$ cat src/hdl/swp_defines.svh
// constants of the sleep, wake and program entry block
`ifndef SWP_DEFINES_SVH
`define SWP_DEFINES_SVH
`define SWP_ADDR_CTRL 4'h0
`define SWP_ADDR_STATUS 4'h4
`define SWP_ADDR_IRQ 4'h8
`define SWP_ADDR_PROG 4'hC
`define SWP_BIT_PD 3
`define SWP_BIT_TO 4
`define SWP_BIT_GIE 7
`define SWP_IRQ_RESET 8'h00
`define SWP_VECTOR 13'h0004
`define SWP_ID_FIRST 14'h2000
`define SWP_ID_LAST 14'h2003
`define SWP_ID_MASK 14'h000F
`define SWP_CMD_BITS 6
`define SWP_DATA_BITS 14
`define SWP_RESP_OKAY 2'h0
`define SWP_RESP_SLVERR 2'h2
`endif

$ cat src/hdl/swp_pkg.sv
// types of the sleep, wake and program entry block
package swp_pkg;
   typedef enum logic [1:0] {
      SWP_RUN = 2'b00,
      SWP_SLEEP = 2'b01,
      SWP_WAKE = 2'b10,
      SWP_PROG = 2'b11
   } swp_state_type;
endpackage

$ cat src/hdl/swp_sleep_wake.sv
// sleep, wake and program entry control with AXI4-Lite register access
//
// Functional notes
// RULE1 - sleep instruction enters power-down
// RULE2 - entry clears watchdog, clears pd, sets to
// RULE3 - ports hold their drive during power-down
// RULE4 - watchdog reset never drives master clear
// RULE5 - wake on reset, watchdog, enabled interrupts
// RULE6 - clocked peripheral interrupts blocked while asleep
// RULE7 - master clear resets; others resume execution
// RULE8 - pd set at power-up, cleared by sleep
// RULE9 - watchdog wake clears the to flag
// RULE10 - next instruction prefetched during sleep
// RULE11 - individual enable gates wake, not global
// RULE12 - global enable set: next instruction, then vector
// RULE13 - pending enabled flag makes sleep a nop
// RULE14 - interrupt during sleep: complete, then wake
// RULE15 - id words only in program mode, low nibble
// RULE16 - programmer holds clock, data low on entry
// RULE17 - program clock and data pins as inputs
// RULE18 - pc zero; 6-bit command then 14 data bits
// RULE19 - verify reads only without code protection
// RULE20 - mask rom variant programs data eeprom only
// RULE21 - global enable at bit 7, cleared on reset
// RULE22 - watchdog disabled by config gives no wake
// RULE23 - stall core while asleep, resume on wake
//
// Added by the designer: the register addresses and the AXI4-Lite slave port.
`timescale 1ns/1ns
`include "swp_defines.svh"
module swp_sleep_wake #(
   parameter int WDT_LIMIT = 1800,
   parameter bit MASK_ROM = 1'b0
)(
   input wire logic aclk,
   input wire logic aresetn,
   input wire logic [3:0] s_axi_awaddr,
   input wire logic s_axi_awvalid,
   output logic s_axi_awready,
   input wire logic [31:0] s_axi_wdata,
   input wire logic [3:0] s_axi_wstrb,
   input wire logic s_axi_wvalid,
   output logic s_axi_wready,
   output logic [1:0] s_axi_bresp,
   output logic s_axi_bvalid,
   input wire logic s_axi_bready,
   input wire logic [3:0] s_axi_araddr,
   input wire logic s_axi_arvalid,
   output logic s_axi_arready,
   output logic [31:0] s_axi_rdata,
   output logic [1:0] s_axi_rresp,
   output logic s_axi_rvalid,
   input wire logic s_axi_rready,
   input wire logic sleep_op,
   input wire logic watchdog_clear_op,
   input wire logic [12:0] next_pc,
   input wire logic watchdog_enable_cfg,
   input wire logic code_protect_cfg,
   input wire logic master_clear_pin,
   input wire logic programming_high_voltage,
   input wire logic external_edge_irq_pin,
   input wire logic port_change_event,
   input wire logic eeprom_done_event,
   input wire logic timer_overflow_event,
   input wire logic prog_clock_pin,
   input wire logic prog_data_pin,
   input wire logic [13:0] prog_read_word,
   output logic prog_data_out,
   output logic prog_data_oe,
   output logic [5:0] prog_command,
   output logic [13:0] prog_word,
   output logic [13:0] prog_addr,
   output logic prog_strobe,
   output logic prog_write_allow,
   output logic prog_mode,
   output logic core_stall,
   output logic osc_enable,
   output logic port_hold,
   output logic core_reset,
   output logic watchdog_reset,
   output logic vector_request,
   output logic [12:0] fetch_addr,
   output logic [7:0] status_flags
);
   import swp_pkg::*;
   swp_state_type state;
   logic [2:0] master_clear_pin_s, hv_s, ext_s, pclk_s, pdat_s;
   logic [7:0] irq_ctl;
   logic [3:0] irq_flag;
   logic pd, to;
   logic [31:0] wdt;
   logic gie_at_wake;
   logic [4:0] bitcnt;
   logic [5:0] cmd;
   logic [13:0] shift;
   logic [13:0] pc;
   logic aw_hold, w_hold;
   logic [3:0] aw_addr;
   logic [31:0] w_data;

   // three-stage synchronisers; only stages two and three are compared
   always_ff @(posedge aclk)
   begin
      master_clear_pin_s <= {master_clear_pin_s[1:0], master_clear_pin};
      hv_s <= {hv_s[1:0], programming_high_voltage};
      ext_s <= {ext_s[1:0], external_edge_irq_pin};
      pclk_s <= {pclk_s[1:0], prog_clock_pin};
      pdat_s <= {pdat_s[1:0], prog_data_pin};
   end

   wire master_clear_pin_low = ~master_clear_pin_s[2] & ~master_clear_pin_s[1];
   wire hv_rise = hv_s[1] & ~hv_s[2];
   wire hv_now = hv_s[1] & hv_s[2];
   wire ext_rise = ext_s[1] & ~ext_s[2];
   wire pclk_rise = pclk_s[1] & ~pclk_s[2];
   wire pclk_fall = ~pclk_s[1] & pclk_s[2];
   wire pclk_low = ~pclk_s[1] & ~pclk_s[2];
   wire pdat_low = ~pdat_s[1] & ~pdat_s[2];

   // irq_ctl: 7 global, 3 eeprom, 2 port, 1 edge, 0 timer enable
   wire asleep = state == SWP_SLEEP;
   // timer runs on phase clocks, so it cannot flag while asleep [RULE6]
   wire [3:0] raw_evt = {eeprom_done_event, port_change_event, ext_rise,
      timer_overflow_event & ~asleep};
   wire [3:0] pending = irq_flag & irq_ctl[3:0];
   // wake ignores the global enable [RULE11] [RULE5]
   wire irq_wake = |pending;
   wire wdt_on = watchdog_enable_cfg; // [RULE22]
   wire wdt_expire = wdt_on && wdt >= WDT_LIMIT - 1;
   wire sleep_nop = sleep_op && irq_wake; // [RULE13]
   wire sleep_take = sleep_op && !irq_wake && state == SWP_RUN;
   // entry only on the rising voltage, with clock and data already low
   wire prog_entry = hv_rise && pclk_low && pdat_low && state != SWP_PROG;
   wire id_addr = pc >= `SWP_ID_FIRST && pc <= `SWP_ID_LAST;

   always_ff @(posedge aclk)
   begin
      if (!aresetn)
      begin
         state <= SWP_RUN;
         pd <= 1'b1; // [RULE8]
         to <= 1'b1;
         wdt <= '0;
         irq_flag <= '0;
         gie_at_wake <= 1'b0;
         core_reset <= 1'b1;
         watchdog_reset <= 1'b0;
         vector_request <= 1'b0;
         fetch_addr <= '0;
      end
      else
      begin
         irq_flag <= irq_flag | raw_evt;
         core_reset <= master_clear_pin_low;
         watchdog_reset <= 1'b0;
         vector_request <= 1'b0;
         if (sleep_take || watchdog_clear_op || !wdt_on)
            wdt <= '0; // [RULE2]
         else if (wdt_expire)
            wdt <= '0;
         else
            wdt <= wdt + 32'd1;
         if (master_clear_pin_low && state != SWP_PROG)
         begin
            state <= SWP_RUN; // full reset [RULE7]
            pd <= 1'b1;
            to <= 1'b1;
         end
         else if (prog_entry)
            state <= SWP_PROG;
         else
            case (state)
               SWP_RUN:
               begin
                  if (sleep_take)
                  begin
                     state <= SWP_SLEEP; // [RULE1]
                     pd <= 1'b0; // [RULE2] [RULE8]
                     to <= 1'b1; // [RULE2]
                     fetch_addr <= next_pc; // [RULE10]
                  end
                  else if (wdt_expire)
                  begin
                     to <= 1'b0;
                     // internal only, master clear untouched [RULE4]
                     watchdog_reset <= 1'b1;
                  end
               end
               SWP_SLEEP:
               begin
                  // late interrupt wakes after full sleep effects [RULE14]
                  if (irq_wake)
                  begin
                     state <= SWP_WAKE;
                     gie_at_wake <= irq_ctl[`SWP_BIT_GIE];
                  end
                  else if (wdt_expire)
                  begin
                     state <= SWP_WAKE; // [RULE5] [RULE7]
                     to <= 1'b0; // [RULE9]
                     gie_at_wake <= 1'b0;
                  end
               end
               SWP_WAKE:
               begin
                  // resume at prefetched word, then vector if enabled
                  state <= SWP_RUN; // [RULE23]
                  vector_request <= gie_at_wake; // [RULE12]
               end
               default:
               begin
                  if (!hv_now)
                     state <= SWP_RUN;
               end
            endcase
      end
   end

   // serial programming: 6 command bits then 14 data bits, lsb first
   always_ff @(posedge aclk)
   begin
      if (!aresetn || state != SWP_PROG)
      begin
         bitcnt <= '0;
         cmd <= '0;
         shift <= '0;
         pc <= '0; // pc starts at zero [RULE18]
         prog_strobe <= 1'b0;
         prog_data_out <= 1'b0;
         prog_data_oe <= 1'b0;
         prog_command <= '0;
         prog_word <= '0;
         prog_addr <= '0;
      end
      else
      begin
         prog_strobe <= 1'b0;
         if (pclk_rise && bitcnt < 5'(`SWP_CMD_BITS))
         begin
            cmd <= {pdat_s[2], cmd[5:1]}; // [RULE17] [RULE18]
            bitcnt <= bitcnt + 5'd1;
            if (bitcnt == 5'(`SWP_CMD_BITS - 1))
            begin
               // verify data driven only without protection [RULE19]
               prog_data_oe <= ~code_protect_cfg;
               shift <= id_addr ? prog_read_word & `SWP_ID_MASK
                  : prog_read_word; // [RULE15]
            end
         end
         else if (pclk_rise)
         begin
            shift <= {pdat_s[2], shift[13:1]};
            prog_data_out <= shift[0];
            bitcnt <= bitcnt + 5'd1;
            if (bitcnt == 5'(`SWP_CMD_BITS + `SWP_DATA_BITS - 1))
            begin
               bitcnt <= '0;
               prog_data_oe <= 1'b0;
               prog_command <= cmd;
               prog_word <= {pdat_s[2], shift[13:1]};
               prog_strobe <= 1'b1;
               // address shown with the strobe is that of this word
               prog_addr <= pc;
               pc <= pc + 14'd1;
            end
         end
         else if (pclk_fall && prog_data_oe)
            prog_data_out <= shift[0];
      end
   end

   // outputs from flops
   always_ff @(posedge aclk)
   begin
      if (!aresetn)
      begin
         core_stall <= 1'b0;
         osc_enable <= 1'b1;
         port_hold <= 1'b0;
         prog_mode <= 1'b0;
         prog_write_allow <= 1'b0;
         status_flags <= '0;
      end
      else
      begin
         core_stall <= asleep || state == SWP_PROG; // [RULE23]
         osc_enable <= !asleep; // [RULE2]
         port_hold <= asleep; // [RULE3]
         prog_mode <= state == SWP_PROG;
         // mask rom parts accept only data eeprom writes [RULE20]
         prog_write_allow <= state == SWP_PROG && (!MASK_ROM ||
            pc[13]);
         status_flags <= {3'h0, to, pd, 3'h0};
      end
   end

   // AXI4-Lite slave, one write and one read at a time, served independently
   wire aw_now = aw_hold | s_axi_awvalid;
   wire w_now = w_hold | s_axi_wvalid;
   wire [3:0] wr_addr = aw_hold ? aw_addr : s_axi_awaddr;
   wire [31:0] wr_data = w_hold ? w_data : s_axi_wdata;
   wire wr_go = aw_now && w_now && !s_axi_bvalid;
   wire wr_irq = wr_go && wr_addr == `SWP_ADDR_IRQ && s_axi_wstrb[0];
   wire wr_ok = wr_addr == `SWP_ADDR_IRQ || wr_addr == `SWP_ADDR_CTRL;
   wire [31:0] rd_val = s_axi_araddr == `SWP_ADDR_STATUS ?
      {24'h0, status_flags} : s_axi_araddr == `SWP_ADDR_IRQ ?
      {20'h0, irq_flag, irq_ctl} : s_axi_araddr == `SWP_ADDR_CTRL ?
      {30'h0, state} : {18'h0, prog_word};
   wire rd_ok = s_axi_araddr <= `SWP_ADDR_PROG;

   always_ff @(posedge aclk)
   begin
      if (!aresetn)
      begin
         irq_ctl <= `SWP_IRQ_RESET; // global enable clear [RULE21]
         aw_hold <= 1'b0;
         w_hold <= 1'b0;
         aw_addr <= '0;
         w_data <= '0;
         s_axi_awready <= 1'b1;
         s_axi_wready <= 1'b1;
         s_axi_bvalid <= 1'b0;
         s_axi_bresp <= `SWP_RESP_OKAY;
         s_axi_arready <= 1'b1;
         s_axi_rvalid <= 1'b0;
         s_axi_rdata <= '0;
         s_axi_rresp <= `SWP_RESP_OKAY;
      end
      else
      begin
         if (s_axi_awvalid && s_axi_awready)
         begin
            aw_hold <= !wr_go;
            aw_addr <= s_axi_awaddr;
            s_axi_awready <= 1'b0;
         end
         if (s_axi_wvalid && s_axi_wready)
         begin
            w_hold <= !wr_go;
            w_data <= s_axi_wdata;
            s_axi_wready <= 1'b0;
         end
         if (wr_go)
         begin
            aw_hold <= 1'b0;
            w_hold <= 1'b0;
            s_axi_bvalid <= 1'b1;
            s_axi_bresp <= wr_ok ? `SWP_RESP_OKAY : `SWP_RESP_SLVERR;
            if (wr_irq)
               irq_ctl <= wr_data[7:0];
         end
         if (s_axi_bvalid && s_axi_bready)
         begin
            s_axi_bvalid <= 1'b0;
            s_axi_awready <= 1'b1;
            s_axi_wready <= 1'b1;
         end
         if (s_axi_arvalid && s_axi_arready)
         begin
            s_axi_arready <= 1'b0;
            s_axi_rvalid <= 1'b1;
            s_axi_rdata <= rd_val;
            s_axi_rresp <= rd_ok ? `SWP_RESP_OKAY : `SWP_RESP_SLVERR;
         end
         else if (s_axi_rvalid && s_axi_rready)
         begin
            s_axi_rvalid <= 1'b0;
            s_axi_arready <= 1'b1;
         end
      end
   end
endmodule

$ cat config.mk
export PLATFORM = sky130hd
export DESIGN_NAME = swp_sleep_wake
export DESIGN_NICKNAME = d
export VERILOG_FILES = /design/src/hdl/swp_pkg.sv /design/src/hdl/swp_sleep_wake.sv
export VERILOG_INCLUDE_DIRS = /design/src /design/src/hdl
export SDC_FILE = /design/constraint.sdc
export NUM_CORES = 1
export LEC_CHECK = 0
export BUFFER_PORTS_ARGS = -buffer_cell sky130_fd_sc_hd__buf_4
export CAP_MARGIN = 15
export CORE_UTILIZATION = 45
export DETAILED_ROUTE_END_ITERATION = 6
export PLACE_DENSITY = 0.67
export SYNTH_ARGS = -nofsm -noshare
export SYNTH_HDL_FRONTEND = slang
export SYNTH_SLANG_ARGS = --single-unit
$ cat constraint.sdc
create_clock -name aclk -period 2.2 [get_ports aclk]
set_input_delay 0.44 -clock aclk [delete_from_list [all_inputs] [get_ports aclk]]
set_output_delay 0.44 -clock aclk [all_outputs]
set_load 0.02 [all_outputs]
==> summary.md, run 1 <==
| Metric | Value |
|---|---|
| Status | `finished clean` |
| Synthesis-to-layout area growth | `24.1%` |
| Clk slew on worst S/H paths | `70 ps` |
| HPWL Detailed | `12.4 mm` |
| WHS Endpoint | `pdat_s[0]` |
| Yosys warning count | `0` |
| WP data arrival | `2200 ps` |
| Grt met3 use | `0.0441` |
| Simple-gate area share of the yosys netlist | `0.212` |
| LEAKAGE | `3.57 nW` |
| Fmax | `544 MHz` |
| Busiest grt layer | `met2` |
| CTS tree | `done` |
| Largest family of logic cells by synthesized area | `simple AND/OR/NAND/NOR gates` |
| Netlist cell types | `67` |
| Worst-Margin Slew | `629 ps` |
| Fin. max-slew vios | `0` |
| Initial antenna violation count | `0` |
| Hold Path Class | `input port to flip-flop` |
| Core Area | `16600 µm²` |
| Final Critical Period | `1840 ps` |
| All-Layer GR Usage | `0.209` |
| # rows | `47` |
| Syn Inst Count | `869` |
| Pwr per Cell Area | `786 nW/µm²` |
| HP Start | `prog_data_pin` |
| Tot Pwr | `7.49 mW` |
| Clock Latency Late Sink | `430 ps` |
| Remaining antenna violation count | `0` |
| Ys flop type | `dfxtp_1` |
| I/O pin cnt | `197` |
| Post-route setup TNS | `0 ps` |
| Reg2reg start | `pdat_s[2]` |
| Bufs on Longest Clock Path | `2` |
| # DRC | `0` |
| DRT Wirelength | `17.8 mm` |
| Number of enable flip-flop cells after synthesis | `0` |
| Clk pwr share | `0.424` |
| Crit Path Class | `flip-flop to flip-flop` |
| DIE HEIGHT | `133 µm` |
| Worst r2r path cells | `5` |
| Worst reg2reg setup slack | `360 ps` |
| Final nets | `1114` |
| Hold buffers post-CTS | `0` |
| Endpoints failing setup | `0` |
| Inserted Diodes | `0` |
| Met1 Usage GRT | `0.292` |
| Number of global-route vias before repair | `5877` |
| Logic pwr share | `0.077` |
| Synth Cell Area | `7680 µm²` |
| Register bit total from synthesis | `197` |
| Worst rel slew slack | `0.578` |
| Unrepaired setup endpoints after global routing | `no` |
| PostCTS Resize Cnt | `0` |
| Post-synthesis async set-or-reset flop share | `0` |
| Maxcap violations | `0` |
| Met2 GRT Util | `0.323` |
| XOR/XNOR Fraction of Synth Area | `0.0183` |
| Via density | `5.16` |
| First DRT Iteration DRCs | `384` |
| Die width | `133 µm` |
| Peak VDD IR | `0.598 mV` |
| # Post-CTS Setup Buffers | `0` |
| Net switching power | `1.78 mW` |
| Worst hold stages | `1` |
| Final Skew | `7.21 ps` |
| Switching Fraction | `0.238` |
| # clock sinks | `197` |
| Post-Syn Area per Cell | `8.83 µm²` |
| Adder-Cell Fraction of Synth Area | `0.00815` |
| Crit Path Max Fanout | `14` |
| Sequential-to-total area share from yosys stat | `0.514` |
| Final period utilization | `0.836` |
| Global-route wire length before repair | `29.6 mm` |
| Htree depth | `4` |
| Crit end category | `flip-flop` |
| PortBufs | `143` |
| Mux share of post-synthesis cell area | `0.0147` |
| Die ar. | `17600 µm²` |
| Crit path required time | `2560 ps` |
| Setup crit start kind | `flip-flop` |
| Sequential share of power | `0.499` |
| Final hold violations | `0` |
| GP Congestion | `0.815` |
| Grt ovf | `0` |
| WL/cell | `14.2 µm` |
| CTS buffer count | `17` |
| Share of cells above drive strength 1 | `0.209` |
| Initial Util | `0.461` |
| Via count | `6457` |
| Internal Power | `5.71 mW` |
| Worst r2r dst | `fetch_addr[2]` |
| Synth Area in Compound Gates | `0.169` |
| First-pass iteration count of the detailed router | `5` |
| Pin count of the biggest net entering global routing | `62` |
| Clk root buf | `clkbuf_16` |
-- area by class of cell --
type | count | area (µm²)
clock inverters | 14 | 176
clock buffers | 18 | 429
well taps | 220 | 275
flip-flops and latches | 197 | 3940
repair buffers | 160 | 1230
multi-input cells | 628 | 3420
inverters | 15 | 56.3
fillers | 1520 | 7110
-- metal layers --
layer  vias up  part of all wire
li1       3295                 -
met1      2956              0.47
met2       179              0.46
met3        27             0.052
met4         0             0.018
met5         -                 0
-- cell families (layout without fill, tap and decap cells) --
family	count (synthesis)	count (layout)
buf+inv	90	207
fa+ha+maj	5	5
mux	11	11
xor+xnor	16	16
compound gates	209	209
simple gates	340	340
other cells	1	47
flops	197	197
-- power groups by stage --
| stage | sequential (mW) | combinational [mW] | clock [mW] |
|---|---|---|---|
| 6_report | 3.74 | 0.577 | 3.18 |
| 5_1_grt | 3.75 | 0.635 | 3.42 |
| 4_1_cts | 3.74 | 0.577 | 3.25 |
| 3_5_place_dp | 3.82 | 0.574 | 0 |
| 3_3_place_gp | 3.82 | 0.571 | 0 |
| 2_1_floorplan | 3.85 | 0.337 | 0 |
-- placed cells by master, fill, tap and decap left out, types with 9 or more instances in the layout --
cell / n
mux2i_1: 9
inv_1: 14
a31oi_1: 12
nor3_1: 19
a311oi_1: 12
nand3_1: 52
a21oi_1: 99
nand2_1: 158
dfxtp_1: 197
a21o_1: 10
buf_4: 158
o21ai_1: 9
nor4_1: 12
clkbuf_16: 17
o21ai_0: 26
xor2_1: 10
conb_1: 47
nand4_1: 9
nor2_1: 35
-- Yosys cell counts, drive strengths merged (5+ instances only) --
cell | count | share of area
clkbuf | 31 | 0.015
or4 | 7 | 0.0070
mux2i | 9 | 0.012
a21oi | 107 | 0.074
o21ai | 35 | 0.023
o31ai | 6 | 0.0059
and2 | 8 | 0.0065
a31oi | 12 | 0.0098
inv | 15 | 0.0073
nor3 | 21 | 0.015
nand3 | 54 | 0.037
xnor2 | 6 | 0.0068
or3 | 6 | 0.0055
a311oi | 12 | 0.014
ha | 5 | 0.0081
nor2 | 36 | 0.018
buf | 44 | 0.041
nand4 | 9 | 0.0073
xor2 | 10 | 0.011
dfxtp | 197 | 0.51
nor4 | 12 | 0.0098
nand2 | 160 | 0.079
a21o | 10 | 0.0098
-- how the worst max path moves through the flow --
stage,startpoint,endpoint,slack (ps)
floorplan,pdat_s[2],fetch_addr[10],550
finish,pdat_s[2],fetch_addr[2],360
CTS,pdat_s[2],fetch_addr[2],350
global route,state[0],bitcnt[1],190
global placement,s_axi_awaddr[0],irq_ctl[0],360
detailed placement,s_axi_awaddr[0],irq_ctl[0],330
-- flip-flops by register name (all words and copies together), names as in the netlist, 2 cells and up --
register,cells
wdt,32
pc,14
prog_addr,14
prog_word,14
s_axi_rdata,14
shift,14
fetch_addr,13
irq_ctl,8
w_data,8
cmd,6
prog_command,6
bitcnt,5
aw_addr,4
irq_flag,4
ext_s,3
hv_s,3
master_clear_pin_s,3
pclk_s,3
pdat_s,3
state,2
status_flags,2
-- critical path, cell delays in order, from the launching register on --
cell and delay [ps]:
dfxtp_1 380, or4b_4 600, o32ai_4 290, buf_4 260
o21ai_0 110, a21oi_1 140
-- metrics by stage --
step                worst slack (ps)  utilization  hold slack [ps]  instances  cell area, µm²
finish                           361        0.573              113       1252            9530
global route                     185        0.573             88.0       1252            9530
CTS                              351        0.573             91.5       1252            9530
detailed placement               330        0.536              315       1220            8920
global placement                 359        0.536              311       1220            8920
floorplan                        548            -              310        915            7850
Power figures use the tool's default switching activity.
==> inputs of run 2 (changes only) <==
==> constraint.sdc (replaced) <==
create_clock -name aclk -period 1.8 [get_ports aclk]
set_input_delay 0.36 -clock aclk [delete_from_list [all_inputs] [get_ports aclk]]
set_output_delay 0.36 -clock aclk [all_outputs]
set_load 0.02 [all_outputs]
==> run 2 against run 1 <==
- first-iteration DRC count up 6.5%
- largest power group unchanged
- clock-buffer cell count unchanged
- via count up 0.85%
- sequential share of layout area down 0.86 points
- die area unchanged
- final cell count up 1.5%
- clock skew up 6.3 ps
- critical path depth unchanged
- highest routed layer unchanged
==> summary.md, run 2 (synthesized netlist as in run 1, its figures left out) <==
| Metric | Value |
|---|---|
| Worst r2r dst | `pc[13] (was fetch_addr[2])` |
| Pin count of the biggest net entering global routing | `62 (unchanged)` |
| # rows | `47 (unchanged)` |
| GP Congestion | `0.798 (was 0.815)` |
| Pwr per Cell Area | `934 nW/µm² (was 786 nW/µm²)` |
| Post-route setup TNS | `0 ps (unchanged)` |
| First-pass iteration count of the detailed router | `5 (unchanged)` |
| CP startpoint | `bitcnt[0] (was pdat_s[2])` |
| Remaining antenna violation count | `0 (unchanged)` |
| Peak VDD IR | `0.719 mV (was 0.598 mV)` |
| Most flops, register | `wdt (unchanged)` |
| Worst r2r path cells | `5 (unchanged)` |
| HPWL Detailed | `12.5 mm (was 12.4 mm)` |
| CTS tree | `done (unchanged)` |
| # DRC | `0 (unchanged)` |
| Final Skew | `13.5 ps (was 7.21 ps)` |
| Core Area | `16600 µm² (unchanged)` |
| First DRT Iteration DRCs | `409 (was 384)` |
| Fin. max-slew vios | `0 (unchanged)` |
| Synthesis-to-layout area growth | `26.8% (was 24.1%)` |
| Final hold violations | `0 (unchanged)` |
| Grt ovf | `0 (unchanged)` |
| Unrepaired setup endpoints after global routing | `no (unchanged)` |
| WL/cell | `14.0 µm (was 14.2 µm)` |
| Worst reg2reg setup slack | `80 ps (was 360 ps)` |
| Hold Path Class | `input port to flip-flop (unchanged)` |
| Final period utilization | `0.954 (was 0.836)` |
| Die width | `133 µm (unchanged)` |
| # clock sinks | `197 (unchanged)` |
| HP Start | `prog_clock_pin (was prog_data_pin)` |
| I/O pin cnt | `197 (unchanged)` |
| Htree depth | `4 (unchanged)` |
| Setup crit start kind | `flip-flop (unchanged)` |
| Initial antenna violation count | `0 (unchanged)` |
| Number of global-route vias before repair | `5734 (was 5877)` |
| WP data arrival | `2080 ps (was 2200 ps)` |
| Worst hold stages | `1 (unchanged)` |
| Share of cells above drive strength 1 | `0.222 (was 0.209)` |
| Die ar. | `17600 µm² (unchanged)` |
| Initial Util | `0.461 (unchanged)` |
| Max FFs per register | `32 (unchanged)` |
| WHS Endpoint | `pclk_s[0] (was pdat_s[0])` |
| All-Layer GR Usage | `0.206 (was 0.209)` |
| LEAKAGE | `3.68 nW (was 3.57 nW)` |
| Final Critical Period | `1720 ps (was 1840 ps)` |
| Clk root buf | `clkbuf_16 (unchanged)` |
| Endpoints failing setup | `0 (unchanged)` |
| Via density | `5.12 (was 5.16)` |
| Clk slew on worst S/H paths | `80 ps (was 70 ps)` |
| Reg2reg start | `bitcnt[0] (was pdat_s[2])` |
| Final nets | `1133 (was 1114)` |
| Commonest non-fill, non-tap cells in the layout | `dfxtp_1 (197), buf_4 (169), nand2_1 (158), a21oi_1 (99), nand3_1 (52) (was dfxtp_1 (197), nand2_1 (158), buf_4 (158), a21oi_1 (99), nand3_1 (52))` |
| Tot Pwr | `9.09 mW (was 7.49 mW)` |
| Status | `finished clean (unchanged)` |
| CTS buffer count | `17 (unchanged)` |
| Crit Path Max Fanout | `8 (was 14)` |
| Clock Latency Late Sink | `440 ps (was 430 ps)` |
| Bufs on Longest Clock Path | `2 (unchanged)` |
| Global-route wire length before repair | `28.8 mm (was 29.6 mm)` |
| Most common cell after layout, fill and taps aside | `dfxtp_1 (unchanged)` |
| Crit Path Class | `flip-flop to flip-flop (unchanged)` |
| Fmax | `582 MHz (was 544 MHz)` |
| PortBufs | `143 (unchanged)` |
| DIE HEIGHT | `133 µm (unchanged)` |
| Crit end category | `flip-flop (unchanged)` |
| Crit path required time | `2170 ps (was 2560 ps)` |
| Maxcap violations | `0 (unchanged)` |
| Inserted Diodes | `0 (unchanged)` |
| DRT Wirelength | `17.8 mm (about the same)` |
| Via count | `6512 (was 6457)` |
==> run 2: cell count changes in the layout (fill, tap and decap cells not counted), moves of 2 or more <==
cell	change
buf_4	+11
inv_8	+2
bufinv_16	-2
clkinv_2	-2
clkinvlp_4	-3
inv_6	+3
buf_12	+4
dlygate4sd3_1	+4
==> run 2: worst max path at each step <==
| stage | end | slack [ps] | cells past startpoint |
|---|---|---|---|
| 2_1_floorplan | fetch_addr[10] | 150 | 5 |
| 3_3_place_gp | pc[13] | 120 | 5 |
| 3_5_place_dp | pc[13] | 70 | 5 |
| 4_1_cts | pc[13] | 60 | 5 |
| 5_1_grt | pc[12] | 4 | 5 |
| 6_report | pc[13] | 80 | 5 |
==> run 2: report_power, final <==
part	internal [mW]	total, mW	switching, mW	leakage (nW)
combinational	0.316	0.734	0.418	1.78
clock	2.01	3.79	1.78	0.291
sequential	4.48	4.56	0.0800	1.61
total	6.81	9.09	2.28	3.68
==> run 2: critical path, cell delays in order, from the launching register on <==
cell      delay, ps
dfxtp_1         340
ha_1            200
and4bb_4        300
nand3_2         160
or4_1           490
a21oi_1         150
==> run 2: repair_timing <==
action,in CTS,in global routing
gates resized for setup,0,2
hold buffers,0,4
endpoints found under the setup margin,0,16
buffers inserted,0,0
endpoints found under the hold margin,0,4
==> run 2: per-stage QoR <==
stage               setup WS, ps  instances  area, µm²   util  hold WS [ps]
global placement             116       1235       9090  0.546           310
CTS                         58.4       1267       9680  0.582          3.96
finish                      83.2       1271       9730  0.585          23.0
global route                3.75       1271       9730  0.585          1.11
detailed placement          74.3       1235       9090  0.546           312
floorplan                    148        915       7850      -           310
==> run 2: metal layers <==
| metal | track usage | routed length (µm) | up-vias | share of wire |
|---|---|---|---|---|
| met5 | 0 | 0 | - | 0 |
| met4 | 0.0651 | 278 | 0 | 0.016 |
| met3 | 0.0521 | 981 | 17 | 0.055 |
| met2 | 0.319 | 8240 | 167 | 0.46 |
| met1 | 0.280 | 8280 | 3004 | 0.47 |
| li1 | - | - | 3324 | - |
==> run 2: cell type report <==
| type | instances | area [µm²] |
|---|---|---|
| inverter | 15 | 56.3 |
| fill | 1507 | 6910 |
| multi-input combinational | 628 | 3430 |
| sequential | 197 | 3940 |
| timing repair buffer | 179 | 1430 |
| clock buffer | 18 | 439 |
| clock inverter | 14 | 158 |
| tap | 220 | 275 |
